===== src/logic/pxa_cfg.svh =====
/*
  constants of the port expander address and change-detect block.
  assumes it is included by its bare name after the package.
*/
// =====================================================================
// Function
// - reset pin aborts any serial transfer; interface returns to idle
// - reset pin leaves interrupt and transition flags untouched
// - idle serial interface means standby, left on bus activity
// - slave address re-decoded on every transmission, addressed or not
// - each select pin decoded as low, high, data line or clock line
// - new select wiring takes effect at next decoded transmission
// - before first transmission, data or clock ties count as high
// - first select pin sets ports 0-3, second sets ports 4-7
// - high, data or clock decode: pullups on, default high; low: off, low
// - pullups and defaults corrected at the first transmission on the bus
// - io address 110, bits 3-2 from second pin, bits 1-0 from first pin
// - push-pull address 101, same low bits; pins set output defaults
// - input ports watched for change since the last serial access
// - snapshot compared with live inputs; mismatch asserts interrupt
// - acknowledge of each access loads snapshot and clears flags
// - second byte of an io read returns flags held before the clear; push-pull reads return the readback
// - port changes made by a serial write raise no interrupt
// - each input change sets its own one of eight flag bits
// - power-up clears flags and deasserts the interrupt
`ifndef PXA_CFG_SVH
`define PXA_CFG_SVH

// =====================================================================
// slave address prefixes
`define PXA_IO_PREFIX    3'h6
`define PXA_PP_PREFIX    3'h5

// =====================================================================
// register byte offsets and fields
`define PXA_REG_CTRL     8'h00
`define PXA_REG_STATUS   8'h04
`define PXA_REG_PORTS    8'h08
`define PXA_CTRL_EN_BIT  0
`define PXA_CTRL_CLR_BIT 1
`define PXA_CTRL_RST     1'h1

// =====================================================================
// timing counts
`define PXA_STRAP_WAIT   2'h3
`define PXA_BYTE_BITS    4'h8
`define PXA_WR_SETTLE    2'h3

`endif


===== src/logic/pxa_pkg.sv =====
/*
  types of the port expander address and change-detect block.
  assumes nothing of its surroundings.
*/
package pxa_pkg;
  // =====================================================================
  // four-level select decode
  typedef enum logic [1:0] {PXA_SEL_LOW, PXA_SEL_HIGH, PXA_SEL_SDA, PXA_SEL_SCL} pxa_sel_type;

  // both select pins travel together
  typedef struct packed {
    pxa_sel_type hi;
    pxa_sel_type lo;
  } pxa_selpair_type;

  // serial interface states
  typedef enum logic [2:0] {
    PXA_IDLE, PXA_SKIP, PXA_ADDR, PXA_AACK, PXA_WR, PXA_WACK, PXA_RD, PXA_RACK
  } pxa_state_type;
endpackage : pxa_pkg


===== src/logic/pxa_top.sv =====
/*
  port expander serial slave with address select decode, power-up
  defaults, pullup selection and latched input change detection.
  assumes a classic wishbone master on CLK, and a two-wire bus, select
  pins and port pins that arrive from outside the clock domain.
*/
`include "pxa_cfg.svh"
module pxa_top import pxa_pkg::*; #(
  parameter int NPORT = 8
) (
  // clock and reset
  input  wire logic             CLK,
  input  wire logic             ARST_N,
  // wishbone slave
  input  wire logic             CYC_I,
  input  wire logic             STB_I,
  input  wire logic             WE_I,
  input  wire logic [7:0]       ADR_I,
  input  wire logic [3:0]       SEL_I,
  input  wire logic [31:0]      DAT_I,
  output logic      [31:0]      DAT_O,
  output logic                  ACK_O,
  // two-wire bus
  input  wire logic             SCL_I,
  input  wire logic             SDA_I,
  output logic                  SDA_O,
  output logic                  SDA_OE,
  input  wire logic             BUS_RST_N,
  // address select pins
  input  wire logic             ADDR_SELECT_LOW_PIN,
  input  wire logic             ADDR_SELECT_HIGH_PIN,
  // ports
  input  wire logic [NPORT-1:0] OPEN_DRAIN_IO_PORTS_I,
  output logic      [NPORT-1:0] OPEN_DRAIN_IO_PORTS_O,
  output logic      [NPORT-1:0] OPEN_DRAIN_IO_PORTS_OE,
  output logic      [NPORT-1:0] PUSH_PULL_OUTPUTS,
  input  wire logic [NPORT-1:0] PUSH_PULL_READBACK,
  output logic      [NPORT-1:0] PULLUP_EN,
  // status
  output logic                  INT_N,
  output logic                  STANDBY
);
  // =====================================================================
  // elaboration check
  if (NPORT != 8) begin : g_chk
    $error("pxa_top serves exactly eight ports per group");
  end

  // =====================================================================
  // helpers
  function automatic pxa_sel_type sel_decode(logic pre, logic at_start, logic at_fall);
    pxa_sel_type s;
    if (!pre) s = PXA_SEL_LOW;            // low in the sample before start
    else if (!at_start) s = PXA_SEL_SDA;  // follows the data line down
    else if (!at_fall) s = PXA_SEL_SCL;   // follows the clock line down
    else s = PXA_SEL_HIGH;
    return s;
  endfunction

  function automatic logic [3:0] low_bits(pxa_selpair_type s);
    logic [1:0] h;
    logic [1:0] l;
    unique case (s.hi)
      PXA_SEL_SCL:  h = 2'h0;
      PXA_SEL_SDA:  h = 2'h1;
      PXA_SEL_LOW:  h = 2'h2;
      PXA_SEL_HIGH: h = 2'h3;
    endcase
    unique case (s.lo)
      PXA_SEL_LOW:  l = 2'h0;
      PXA_SEL_HIGH: l = 2'h1;
      PXA_SEL_SCL:  l = 2'h2;
      PXA_SEL_SDA:  l = 2'h3;
    endcase
    return {h, l};
  endfunction

  function automatic logic [7:0] group_level(pxa_selpair_type s);
    return {{4{s.hi != PXA_SEL_LOW}}, {4{s.lo != PXA_SEL_LOW}}};
  endfunction

  // =====================================================================
  // reset release and input synchronisers
  logic [1:0]   rst_sync_r;
  logic         rst_n;
  logic [20:0]  syn;
  logic         scl;
  logic         sda;
  logic         bus_rst_n;
  logic [1:0]   sel_pin;
  logic [7:0]   rb_live;
  logic [7:0]   io_live;

  // asynchronous assert, two-flop release
  always_ff @(posedge CLK or negedge ARST_N) begin
    if (!ARST_N) rst_sync_r <= 2'h0;
    else rst_sync_r <= {rst_sync_r[0], 1'b1};
  end
  assign rst_n = rst_sync_r[1];

  pxa_sync #(.W(21)) u_sync (
    .clk    (CLK),
    .arst_n (rst_n),
    .d      ({SCL_I, SDA_I, BUS_RST_N, ADDR_SELECT_HIGH_PIN, ADDR_SELECT_LOW_PIN,
              PUSH_PULL_READBACK, OPEN_DRAIN_IO_PORTS_I}),
    .q      (syn)
  );
  assign {scl, sda, bus_rst_n, sel_pin, rb_live, io_live} = syn;

  // =====================================================================
  // bus condition detect
  logic         scl_q_r;
  logic         sda_q_r;
  logic [1:0]   sel_q_r;
  logic         start;
  logic         stop;
  logic         rise;
  logic         fall;
  logic         ctrl_en_r;
  logic         link_ok;

  // previous sampled line levels
  always_ff @(posedge CLK or negedge rst_n) begin
    if (!rst_n) begin
      scl_q_r <= 1'b1;
      sda_q_r <= 1'b1;
      sel_q_r <= 2'h3;
    end else begin
      scl_q_r <= scl;
      sda_q_r <= sda;
      sel_q_r <= sel_pin;
    end
  end
  assign start   = scl & scl_q_r & sda_q_r & ~sda;
  assign stop    = scl & scl_q_r & ~sda_q_r & sda;
  assign rise    = scl & ~scl_q_r;
  assign fall    = ~scl & scl_q_r;
  assign link_ok = bus_rst_n & ctrl_en_r;

  // =====================================================================
  // serial interface, select decode and port latches
  pxa_state_type   state_r, state_nxt;
  logic [3:0]      cnt_r, cnt_nxt;
  logic [7:0]      sh_r, sh_nxt;
  logic            rw_r, rw_nxt;
  logic            grp_io_r, grp_io_nxt;
  logic            bsel_r, bsel_nxt;
  logic            sda_oe_r, sda_oe_nxt;
  logic            pend_r, pend_nxt;
  logic [1:0]      pre_r, pre_nxt;
  logic [1:0]      st_r, st_nxt;
  pxa_selpair_type sel_r, sel_nxt;
  pxa_selpair_type dec;
  logic            done_r, done_nxt;
  logic [1:0]      strap_r, strap_nxt;
  logic [7:0]      io_lat_r, io_lat_nxt;
  logic [7:0]      pp_lat_r, pp_lat_nxt;
  logic [7:0]      pull_r, pull_nxt;
  logic            rd_act_r, rd_act_nxt;
  logic            standby_r;
  logic            ack_evt;
  logic            wr_io;
  logic [6:0]      io_addr;
  logic [6:0]      pp_addr;
  logic [7:0]      snap_r;
  logic [7:0]      hold_r;

  assign io_addr = {`PXA_IO_PREFIX, low_bits(sel_r)};
  assign pp_addr = {`PXA_PP_PREFIX, low_bits(sel_r)};
  assign dec.hi  = sel_decode(pre_r[1], st_r[1], sel_pin[1]);
  assign dec.lo  = sel_decode(pre_r[0], st_r[0], sel_pin[0]);

  // next state of the serial side
  always_comb begin
    state_nxt = state_r;   cnt_nxt = cnt_r;       sh_nxt = sh_r;
    rw_nxt = rw_r;         grp_io_nxt = grp_io_r; bsel_nxt = bsel_r;
    sda_oe_nxt = sda_oe_r; pend_nxt = pend_r;     pre_nxt = pre_r;
    st_nxt = st_r;         sel_nxt = sel_r;       done_nxt = done_r;
    strap_nxt = strap_r;   io_lat_nxt = io_lat_r; pp_lat_nxt = pp_lat_r;
    pull_nxt = pull_r;     rd_act_nxt = rd_act_r;
    ack_evt = 1'b0;
    wr_io = 1'b0;
    // power-up: pins read only as high or low until a transmission
    if (strap_r != `PXA_STRAP_WAIT) begin
      strap_nxt = strap_r + 2'h1;
      if (strap_r == `PXA_STRAP_WAIT - 2'h1) begin
        sel_nxt.hi = sel_pin[1] ? PXA_SEL_HIGH : PXA_SEL_LOW;
        sel_nxt.lo = sel_pin[0] ? PXA_SEL_HIGH : PXA_SEL_LOW;
        pull_nxt   = group_level(sel_nxt);
        io_lat_nxt = group_level(sel_nxt);
        pp_lat_nxt = group_level(sel_nxt);
      end
    end
    if (!link_ok) begin
      state_nxt  = PXA_IDLE;
      sda_oe_nxt = 1'b0;
      pend_nxt   = 1'b0;
      rd_act_nxt = 1'b0;
    end else if (start) begin
      state_nxt  = PXA_ADDR;
      cnt_nxt    = 4'h0;
      sda_oe_nxt = 1'b0;
      pend_nxt   = 1'b1;
      pre_nxt    = sel_q_r;
      st_nxt     = sel_pin;
    end else if (stop) begin
      state_nxt  = PXA_IDLE;
      sda_oe_nxt = 1'b0;
      rd_act_nxt = 1'b0;
    end else begin
      // first clock fall of every transmission completes the decode
      if (pend_r && fall) begin
        pend_nxt = 1'b0;
        sel_nxt  = dec;
        if (!done_r) begin
          done_nxt   = 1'b1;
          pull_nxt   = group_level(dec);
          io_lat_nxt = group_level(dec);
          pp_lat_nxt = group_level(dec);
        end
      end
      unique case (state_r)
        PXA_IDLE, PXA_SKIP: ;
        PXA_ADDR, PXA_WR: begin
          if (rise) begin
            sh_nxt  = {sh_r[6:0], sda};
            cnt_nxt = cnt_r + 4'h1;
          end else if (fall && cnt_r == `PXA_BYTE_BITS) begin
            if (state_r == PXA_WR) begin
              state_nxt  = PXA_WACK;
              sda_oe_nxt = 1'b1;
              if (grp_io_r) begin
                io_lat_nxt = sh_r;
                wr_io      = 1'b1;
              end else pp_lat_nxt = sh_r;
            end else if (sh_r[7:1] == io_addr || sh_r[7:1] == pp_addr) begin
              state_nxt  = PXA_AACK;
              sda_oe_nxt = 1'b1;
              grp_io_nxt = (sh_r[7:1] == io_addr);
              rw_nxt     = sh_r[0];
            end else state_nxt = PXA_SKIP;
          end
        end
        PXA_AACK: begin
          if (rise) ack_evt = 1'b1;
          else if (fall) begin
            cnt_nxt = 4'h0;
            if (rw_r) begin
              state_nxt  = PXA_RD;
              sh_nxt     = grp_io_r ? snap_r : rb_live;
              sda_oe_nxt = grp_io_r ? ~snap_r[7] : ~rb_live[7];
              bsel_nxt   = 1'b1;
              rd_act_nxt = grp_io_r;
            end else begin
              state_nxt  = PXA_WR;
              sda_oe_nxt = 1'b0;
            end
          end
        end
        PXA_WACK: begin
          if (fall) begin
            state_nxt  = PXA_WR;
            sda_oe_nxt = 1'b0;
            cnt_nxt    = 4'h0;
          end
        end
        PXA_RD: begin
          if (fall) begin
            if (cnt_r == `PXA_BYTE_BITS - 4'h1) begin
              state_nxt  = PXA_RACK;
              sda_oe_nxt = 1'b0;
            end else begin
              sh_nxt     = {sh_r[6:0], 1'b0};
              sda_oe_nxt = ~sh_r[6];
              cnt_nxt    = cnt_r + 4'h1;
            end
          end
        end
        PXA_RACK: begin
          if (rise) begin
            if (sda) state_nxt = PXA_SKIP;
            else if (grp_io_r && !bsel_r) ack_evt = 1'b1;
          end else if (fall) begin
            state_nxt = PXA_RD;
            cnt_nxt   = 4'h0;
            if (grp_io_r) begin
              sh_nxt     = bsel_r ? hold_r : snap_r;
              sda_oe_nxt = bsel_r ? ~hold_r[7] : ~snap_r[7];
              bsel_nxt   = ~bsel_r;
            end else begin
              sh_nxt     = rb_live;
              sda_oe_nxt = ~rb_live[7];
            end
          end
        end
      endcase
    end
  end

  // serial side registers
  always_ff @(posedge CLK or negedge rst_n) begin
    if (!rst_n) begin
      state_r <= PXA_IDLE; cnt_r <= 4'h0;    sh_r <= 8'h00;
      rw_r <= 1'b0;        grp_io_r <= 1'b0; bsel_r <= 1'b0;
      sda_oe_r <= 1'b0;    pend_r <= 1'b0;   pre_r <= 2'h3;
      st_r <= 2'h3;        done_r <= 1'b0;   strap_r <= 2'h0;
      sel_r <= '{hi: PXA_SEL_HIGH, lo: PXA_SEL_HIGH};
      io_lat_r <= 8'hFF;   pp_lat_r <= 8'hFF; pull_r <= 8'hFF;
      rd_act_r <= 1'b0;    standby_r <= 1'b1;
    end else begin
      state_r <= state_nxt;   cnt_r <= cnt_nxt;       sh_r <= sh_nxt;
      rw_r <= rw_nxt;         grp_io_r <= grp_io_nxt; bsel_r <= bsel_nxt;
      sda_oe_r <= sda_oe_nxt; pend_r <= pend_nxt;     pre_r <= pre_nxt;
      st_r <= st_nxt;         sel_r <= sel_nxt;       done_r <= done_nxt;
      strap_r <= strap_nxt;   io_lat_r <= io_lat_nxt; pp_lat_r <= pp_lat_nxt;
      pull_r <= pull_nxt;     rd_act_r <= rd_act_nxt;
      standby_r <= (state_nxt == PXA_IDLE);
    end
  end

  // =====================================================================
  // transition detection
  logic [7:0] snap_nxt;
  logic [7:0] flags_r, flags_nxt;
  logic [7:0] hold_nxt;
  logic [7:0] diff;
  logic [7:0] wr_mask;
  logic       int_n_r, int_n_nxt;
  logic       sw_clr;
  logic [7:0] quiet_r, quiet_nxt;
  logic [1:0] settle_r, settle_nxt;

  // ports rewritten by the bus are not compared until the pin level has settled
  assign diff    = (io_live ^ snap_r) & io_lat_r & ~quiet_r;
  assign wr_mask = io_lat_r ^ sh_r;

  // snapshot, sticky flags and latched interrupt
  always_comb begin
    snap_nxt   = snap_r;
    hold_nxt   = hold_r;
    quiet_nxt  = quiet_r;
    settle_nxt = settle_r;
    flags_nxt = flags_r | diff;
    if (ack_evt || sw_clr) begin
      snap_nxt  = io_live;
      flags_nxt = 8'h00;
      hold_nxt  = flags_r | diff;
    end else if (wr_io) begin
      snap_nxt  = (snap_r & ~wr_mask) | (sh_r & wr_mask);
    end else begin
      // written ports follow the pin while the new level crosses the synchroniser
      snap_nxt  = (snap_r & ~quiet_r) | (io_live & quiet_r);
    end
    if (wr_io) begin
      quiet_nxt  = wr_mask;
      settle_nxt = `PXA_WR_SETTLE;
    end else if (settle_r != 2'h0) begin
      settle_nxt = settle_r - 2'h1;
    end else begin
      quiet_nxt  = 8'h00;
    end
    int_n_nxt = ~(|flags_r) | rd_act_r;
  end

  // detection registers, touched only by power-up reset
  always_ff @(posedge CLK or negedge rst_n) begin
    if (!rst_n) begin
      snap_r  <= 8'hFF;
      flags_r <= 8'h00;
      hold_r  <= 8'h00;
      int_n_r <= 1'b1;
      quiet_r  <= 8'h00;
      settle_r <= 2'h0;
    end else begin
      quiet_r  <= quiet_nxt;
      settle_r <= settle_nxt;
      snap_r  <= snap_nxt;
      flags_r <= flags_nxt;
      hold_r  <= hold_nxt;
      int_n_r <= int_n_nxt;
    end
  end

  // =====================================================================
  // wishbone slave
  logic        ack_r, ack_nxt;
  logic [31:0] dat_r, dat_nxt;
  logic        ctrl_en_nxt;
  logic        wb_wr;

  assign wb_wr  = CYC_I & STB_I & WE_I & ack_r & (ADR_I == `PXA_REG_CTRL) & SEL_I[0];
  assign sw_clr = wb_wr & DAT_I[`PXA_CTRL_CLR_BIT];

  // single-wait answer; writes land on the edge that sees ack
  always_comb begin
    ack_nxt     = CYC_I & STB_I & ~ack_r;
    ctrl_en_nxt = wb_wr ? DAT_I[`PXA_CTRL_EN_BIT] : ctrl_en_r;
    dat_nxt     = 32'h0000_0000;
    if (ack_nxt && !WE_I) begin
      unique case (ADR_I)
        `PXA_REG_CTRL:   dat_nxt[`PXA_CTRL_EN_BIT] = ctrl_en_r;
        `PXA_REG_STATUS: dat_nxt = {8'h00, done_r, ~int_n_r, standby_r, 1'b0,
                                    sel_r, 1'b0, pp_addr, 1'b0, io_addr};
        `PXA_REG_PORTS:  dat_nxt = {pp_lat_r, io_lat_r, snap_r, flags_r};
        default:         dat_nxt = 32'h0000_0000;
      endcase
    end
  end

  // bus registers
  always_ff @(posedge CLK or negedge rst_n) begin
    if (!rst_n) begin
      ack_r     <= 1'b0;
      dat_r     <= 32'h0000_0000;
      ctrl_en_r <= `PXA_CTRL_RST;
    end else begin
      ack_r     <= ack_nxt;
      dat_r     <= dat_nxt;
      ctrl_en_r <= ctrl_en_nxt;
    end
  end

  // =====================================================================
  // outputs
  assign ACK_O                  = ack_r;
  assign DAT_O                  = dat_r;
  assign SDA_O                  = 1'b0;
  assign SDA_OE                 = sda_oe_r;
  assign OPEN_DRAIN_IO_PORTS_O  = '0;
  assign OPEN_DRAIN_IO_PORTS_OE = ~io_lat_r;
  assign PUSH_PULL_OUTPUTS      = pp_lat_r;
  assign PULLUP_EN              = pull_r;
  assign INT_N                  = int_n_r;
  assign STANDBY                = standby_r;
endmodule // pxa_top


===== src/logic/pxa_sync.sv =====
/*
  two-flop synchroniser for inputs from outside the clock domain.
  assumes an asynchronous active-low reset; idle level is high.
*/
module pxa_sync #(
  parameter int W = 1
) (
  // clock and reset
  input  wire logic         clk,
  input  wire logic         arst_n,
  // data
  input  wire logic [W-1:0] d,
  output logic      [W-1:0] q
);
  logic [W-1:0] meta_r;
  logic [W-1:0] q_r;

  // first stage feeds only the second
  always_ff @(posedge clk or negedge arst_n) begin
    if (!arst_n) begin
      meta_r <= '1;
      q_r    <= '1;
    end else begin
      meta_r <= d;
      q_r    <= meta_r;
    end
  end

  assign q = q_r;
endmodule // pxa_sync


===== config.mk =====
export PLATFORM = sky130hd
export DESIGN_NAME = pxa_top
export DESIGN_NICKNAME = d
export VERILOG_FILES = /design/src/logic/pxa_pkg.sv /design/src/logic/pxa_top.sv /design/src/logic/pxa_sync.sv
export VERILOG_INCLUDE_DIRS = /design/src /design/src/logic
export SDC_FILE = /design/constraint.sdc
export NUM_CORES = 1
export LEC_CHECK = 0
export BUFFER_PORTS_ARGS = -buffer_cell sky130_fd_sc_hd__buf_2
export CAP_MARGIN = 15
export CORE_UTILIZATION = 30
export DETAILED_ROUTE_END_ITERATION = 6
export SETUP_SLACK_MARGIN = 0.2
export SYNTH_ARGS = -nofsm -noshare
export SYNTH_HDL_FRONTEND = slang
export SYNTH_SLANG_ARGS = --single-unit
export TNS_END_PERCENT = 5

===== constraint.sdc =====
create_clock -name CLK -period 5.15 [get_ports CLK]
set_input_delay 0.2575 -clock CLK [delete_from_list [all_inputs] [get_ports CLK]]
set_output_delay 0.2575 -clock CLK [all_outputs]
set_load 0.02 [all_outputs]

==> results.toml <==
[grt]
grt_usage_pct = 16.3
antenna_found_initial = 0
grt_first_pass_wirelength_um = 33100
grt_max_degree = 119
gr-total-overflow = 0
grt_pass1_vias = 5713

[placement]
place_area_um2 = 8690
dp_cells = 1134
io_buffers = 96
dp_hpwl_um = 14700
gp_congestion = 0.853

[drt]
drtIter0Drc = 563
post_drt_wl_per_cell_um = 17.8
wirelength_um = 21200
firstDrtPassIters = 7
viasPerCell = 5.01
vias = 5950
antenna_left = 0
remaining_drc_errors = 23

[pwr]
leakage_nw = 4.19
power_frac_seq_pct = 50.4
p_comb_share_pct = 4.7
p_per_area_nw_per_um2 = 307
power_switching_mw = 0.720
p_sw_share_pct = 24.7
p_int_mw = 2.20
clkPwrFrac_pct = 44.9
ir_worst_vdd_uv = 227

[min_path]
min_path_cells = 2
hold_start = "DAT_I[0]"
hold_path_class = "input port to flop"
holdPathEnd = "ctrl_en_r"

[final_layout]
nets = 921
n_antenna_cell = 0
stdcell_area_um2 = 9510
syn_to_final_growth_pct = 18.7
num-fill-cells = 2622
stdcell_count = 1188
drive_gt1_share_pct = 29.4

[die]
dieArea_um2 = 27300
ioPinCount = 139
rows = 59
die_x_um = 165
core_um2 = 26100
die_h_um = 165
floorplan.initialDensity_pct = 30.6

[status]
violations = "design-rule violations"
status = "finished, violations left"

[sta]
fin_crit_ps = 2800
rsz0062_at_grt = "false"
finalHoldViolCount = 0
fin_tns_setup_ps = 0
slew_violations = 0
setup_violations = 0
whs_ps = 57.3
tightest_slew_ps = 1010
slew_headroom_pct = 32.2
clock-skew-final_ps = 7.98
fmaxAchievable_mhz = 357
post-route-period-util_pct = 54.4

[clock_network]
numCtsBuffers = 17
cts_sinks = 174
clkLatencyLatePin_ps = 440
ctsResizeCount = 0
cts_max_path_buffers = 2
path_clk_slew_ps = 70
h-tree-depth = 4
cts-root-buf = "clkbuf_16"
cts_tree = "yes"

[setup_path]
critical_path_class = "flop to flop"
reg2regPathDepth = 5
timing.rr.start = "scl_q_r"
crit_fanout = 25
arrival_ps = 3150
cp-end-kind = "flop"
r2r_slack_ps = 2350
start_kind = "flop"
required_ps = 5500

[logic_synthesis]
synth_enable_flop_cells = 0
synth-seq-area-share_pct = 55.8
postSynthCellCount = 741
ys_ff_latch = 174
syn_area_um2 = 8010
avgSynthCellArea_um2 = 10.8
synth_top_cell_by_area = "dfstp_2"
synth-main-ff-cell = "dfstp_2"
synthArstFlopShare_pct = 100
synthTopCellsByArea = "dfstp_2, dfrtp_1, a21oi_1"
yosys_warnings = 0
synth_cell_types = 76
yosysTopAreaCellShare_pct = 28.6

[job]
maxCapViolCount = 0
## cell families (layout without fill, tap and decap cells)
kind of cell             Yosys count  in the layout  share of synthesized area [%]
AO/OA/AOI/OAI                    190            190                           16.0
XOR/XNOR                          26             26                           2.94
adder cells (fa/ha/maj)           19             19                           2.72
buffers and inverters             94            198                           5.70
flip-flops                       174            174                           55.8
multiplexers                      20             20                           2.72
other                              2             10                         0.0938
AND/OR/NAND/NOR                  216            216                           14.1
## cell usage after synthesis (7+ instances only)
cell type	n
a21oi_1	79
nand3_1	17
o21bai_1	9
dfrtp_1	87
nor2_1	63
dfstp_2	87
o31ai_1	11
nor4_1	10
a311oi_1	9
ha_1	11
buf_4	13
maj3_1	8
xor2_1	19
a31oi_1	9
nand2_1	62
and2_1	16
mux2i_1	12
o21ai_0	12
clkbuf_1	10
a22o_1	7
o22a_1	8
inv_1	44
a22oi_1	8
buf_2	20
## registers in the layout (all words and copies together) (netlist names), 2 cells and up, named ones only
register	cells
DAT_O	32
u_sync.meta_r	21
u_sync.q	21
PULLUP_EN	8
PUSH_PULL_OUTPUTS	8
flags_r	8
hold_r	8
io_lat_r	8
quiet_r	8
sh_r	8
cnt_r	4
sel_r	4
state_r	3
pre_r	2
rst_sync_r	2
sel_q_r	2
settle_r	2
st_r	2
strap_r	2
## cells in the final DEF, fill, tap and decap left out, drive strengths merged, types with 4 or more instances in the layout
master / synthesis / routed
o22ai: 5 / 5
conb: 2 / 10
ha: 11 / 11
and2: 16 / 16
a22oi: 8 / 8
o311ai: 5 / 5
a31oi: 9 / 9
mux2i: 12 / 12
maj3: 8 / 8
nor3b: 5 / 5
a22o: 7 / 7
inv: 44 / 52
o31ai: 11 / 11
xnor2: 7 / 7
o21ai: 13 / 13
o22a: 8 / 8
a21oi: 79 / 79
clkbuf: 10 / 18
dlygate4sd3: 0 / 22
nand2: 64 / 64
xor2: 19 / 19
buf: 40 / 100
dfrtp: 87 / 87
mux2: 8 / 8
a311oi: 9 / 9
nor2: 66 / 66
nor4: 11 / 11
dfstp: 87 / 87
nand3: 18 / 18
a2bb2oi: 5 / 5
nor3: 8 / 8
nand2b: 4 / 4
o21bai: 9 / 9
## layer usage
layer / track usage [%] / part of all wire [%]
met2: 24.0 / 44
met4: 5.70 / 2.1
met3: 5.39 / 8.7
met5: 0 / 0
met1: 22.2 / 46
## power by group through the flow
| stage | clock (mW) | sequential [mW] | combinational [mW] |
|---|---|---|---|
| after floorplan | 0 | 1.50 | 0.0683 |
| after detailed placement | 0 | 1.49 | 0.126 |
| after global placement | 0 | 1.49 | 0.124 |
| after global routing | 1.40 | 1.48 | 0.154 |
| after CTS | 1.34 | 1.47 | 0.139 |
| final | 1.31 | 1.47 | 0.137 |
## worst max path at each step
stage,startpoint,end,slack [ps]
finish,scl_q_r,flop,2350
CTS,scl_q_r,flop,2360
detailed placement,scl_q_r,flop,2380
floorplan,rst_sync_r[1],ACK_O,2360
global placement,scl_q_r,flop,2470
global route,scl_q_r,flop,2190
## worst max-delay path: stages, from the launching register on
cell,delay [ps]
dfstp_2,580
and2b_1,470
nand3_2,430
nor3_4,870
a21oi_1,170
o22ai_1,180
## area by class of cell
class,count,area (um2),share of cell area (%)
Clock buffer,18,450,4.74
Clock inverter,14,145,1.53
Inverter,44,165,1.74
Multi-Input combinational cell,481,3120,32.8
Sequential cell,174,4470,47.0
Tap cell,335,419,4.41
Timing Repair Buffer,122,743,7.82
## timing repair
item                                   4_1_cts  5_1_grt
endpoints found under the hold margin       23        0
hold buffers                                22        0
buffers inserted                             0        0
## per-stage QoR
stage / util [%] / setup WS (ps) / total power [mW]
floorplan: - / 2360 / 1.56
global placement: 33.3 / 2470 / 1.62
detailed placement: 33.3 / 2380 / 1.62
CTS: 36.4 / 2360 / 2.95
global route: 36.4 / 2190 / 3.03
finish: 36.4 / 2350 / 2.92
Power figures use the tool's default switching activity.
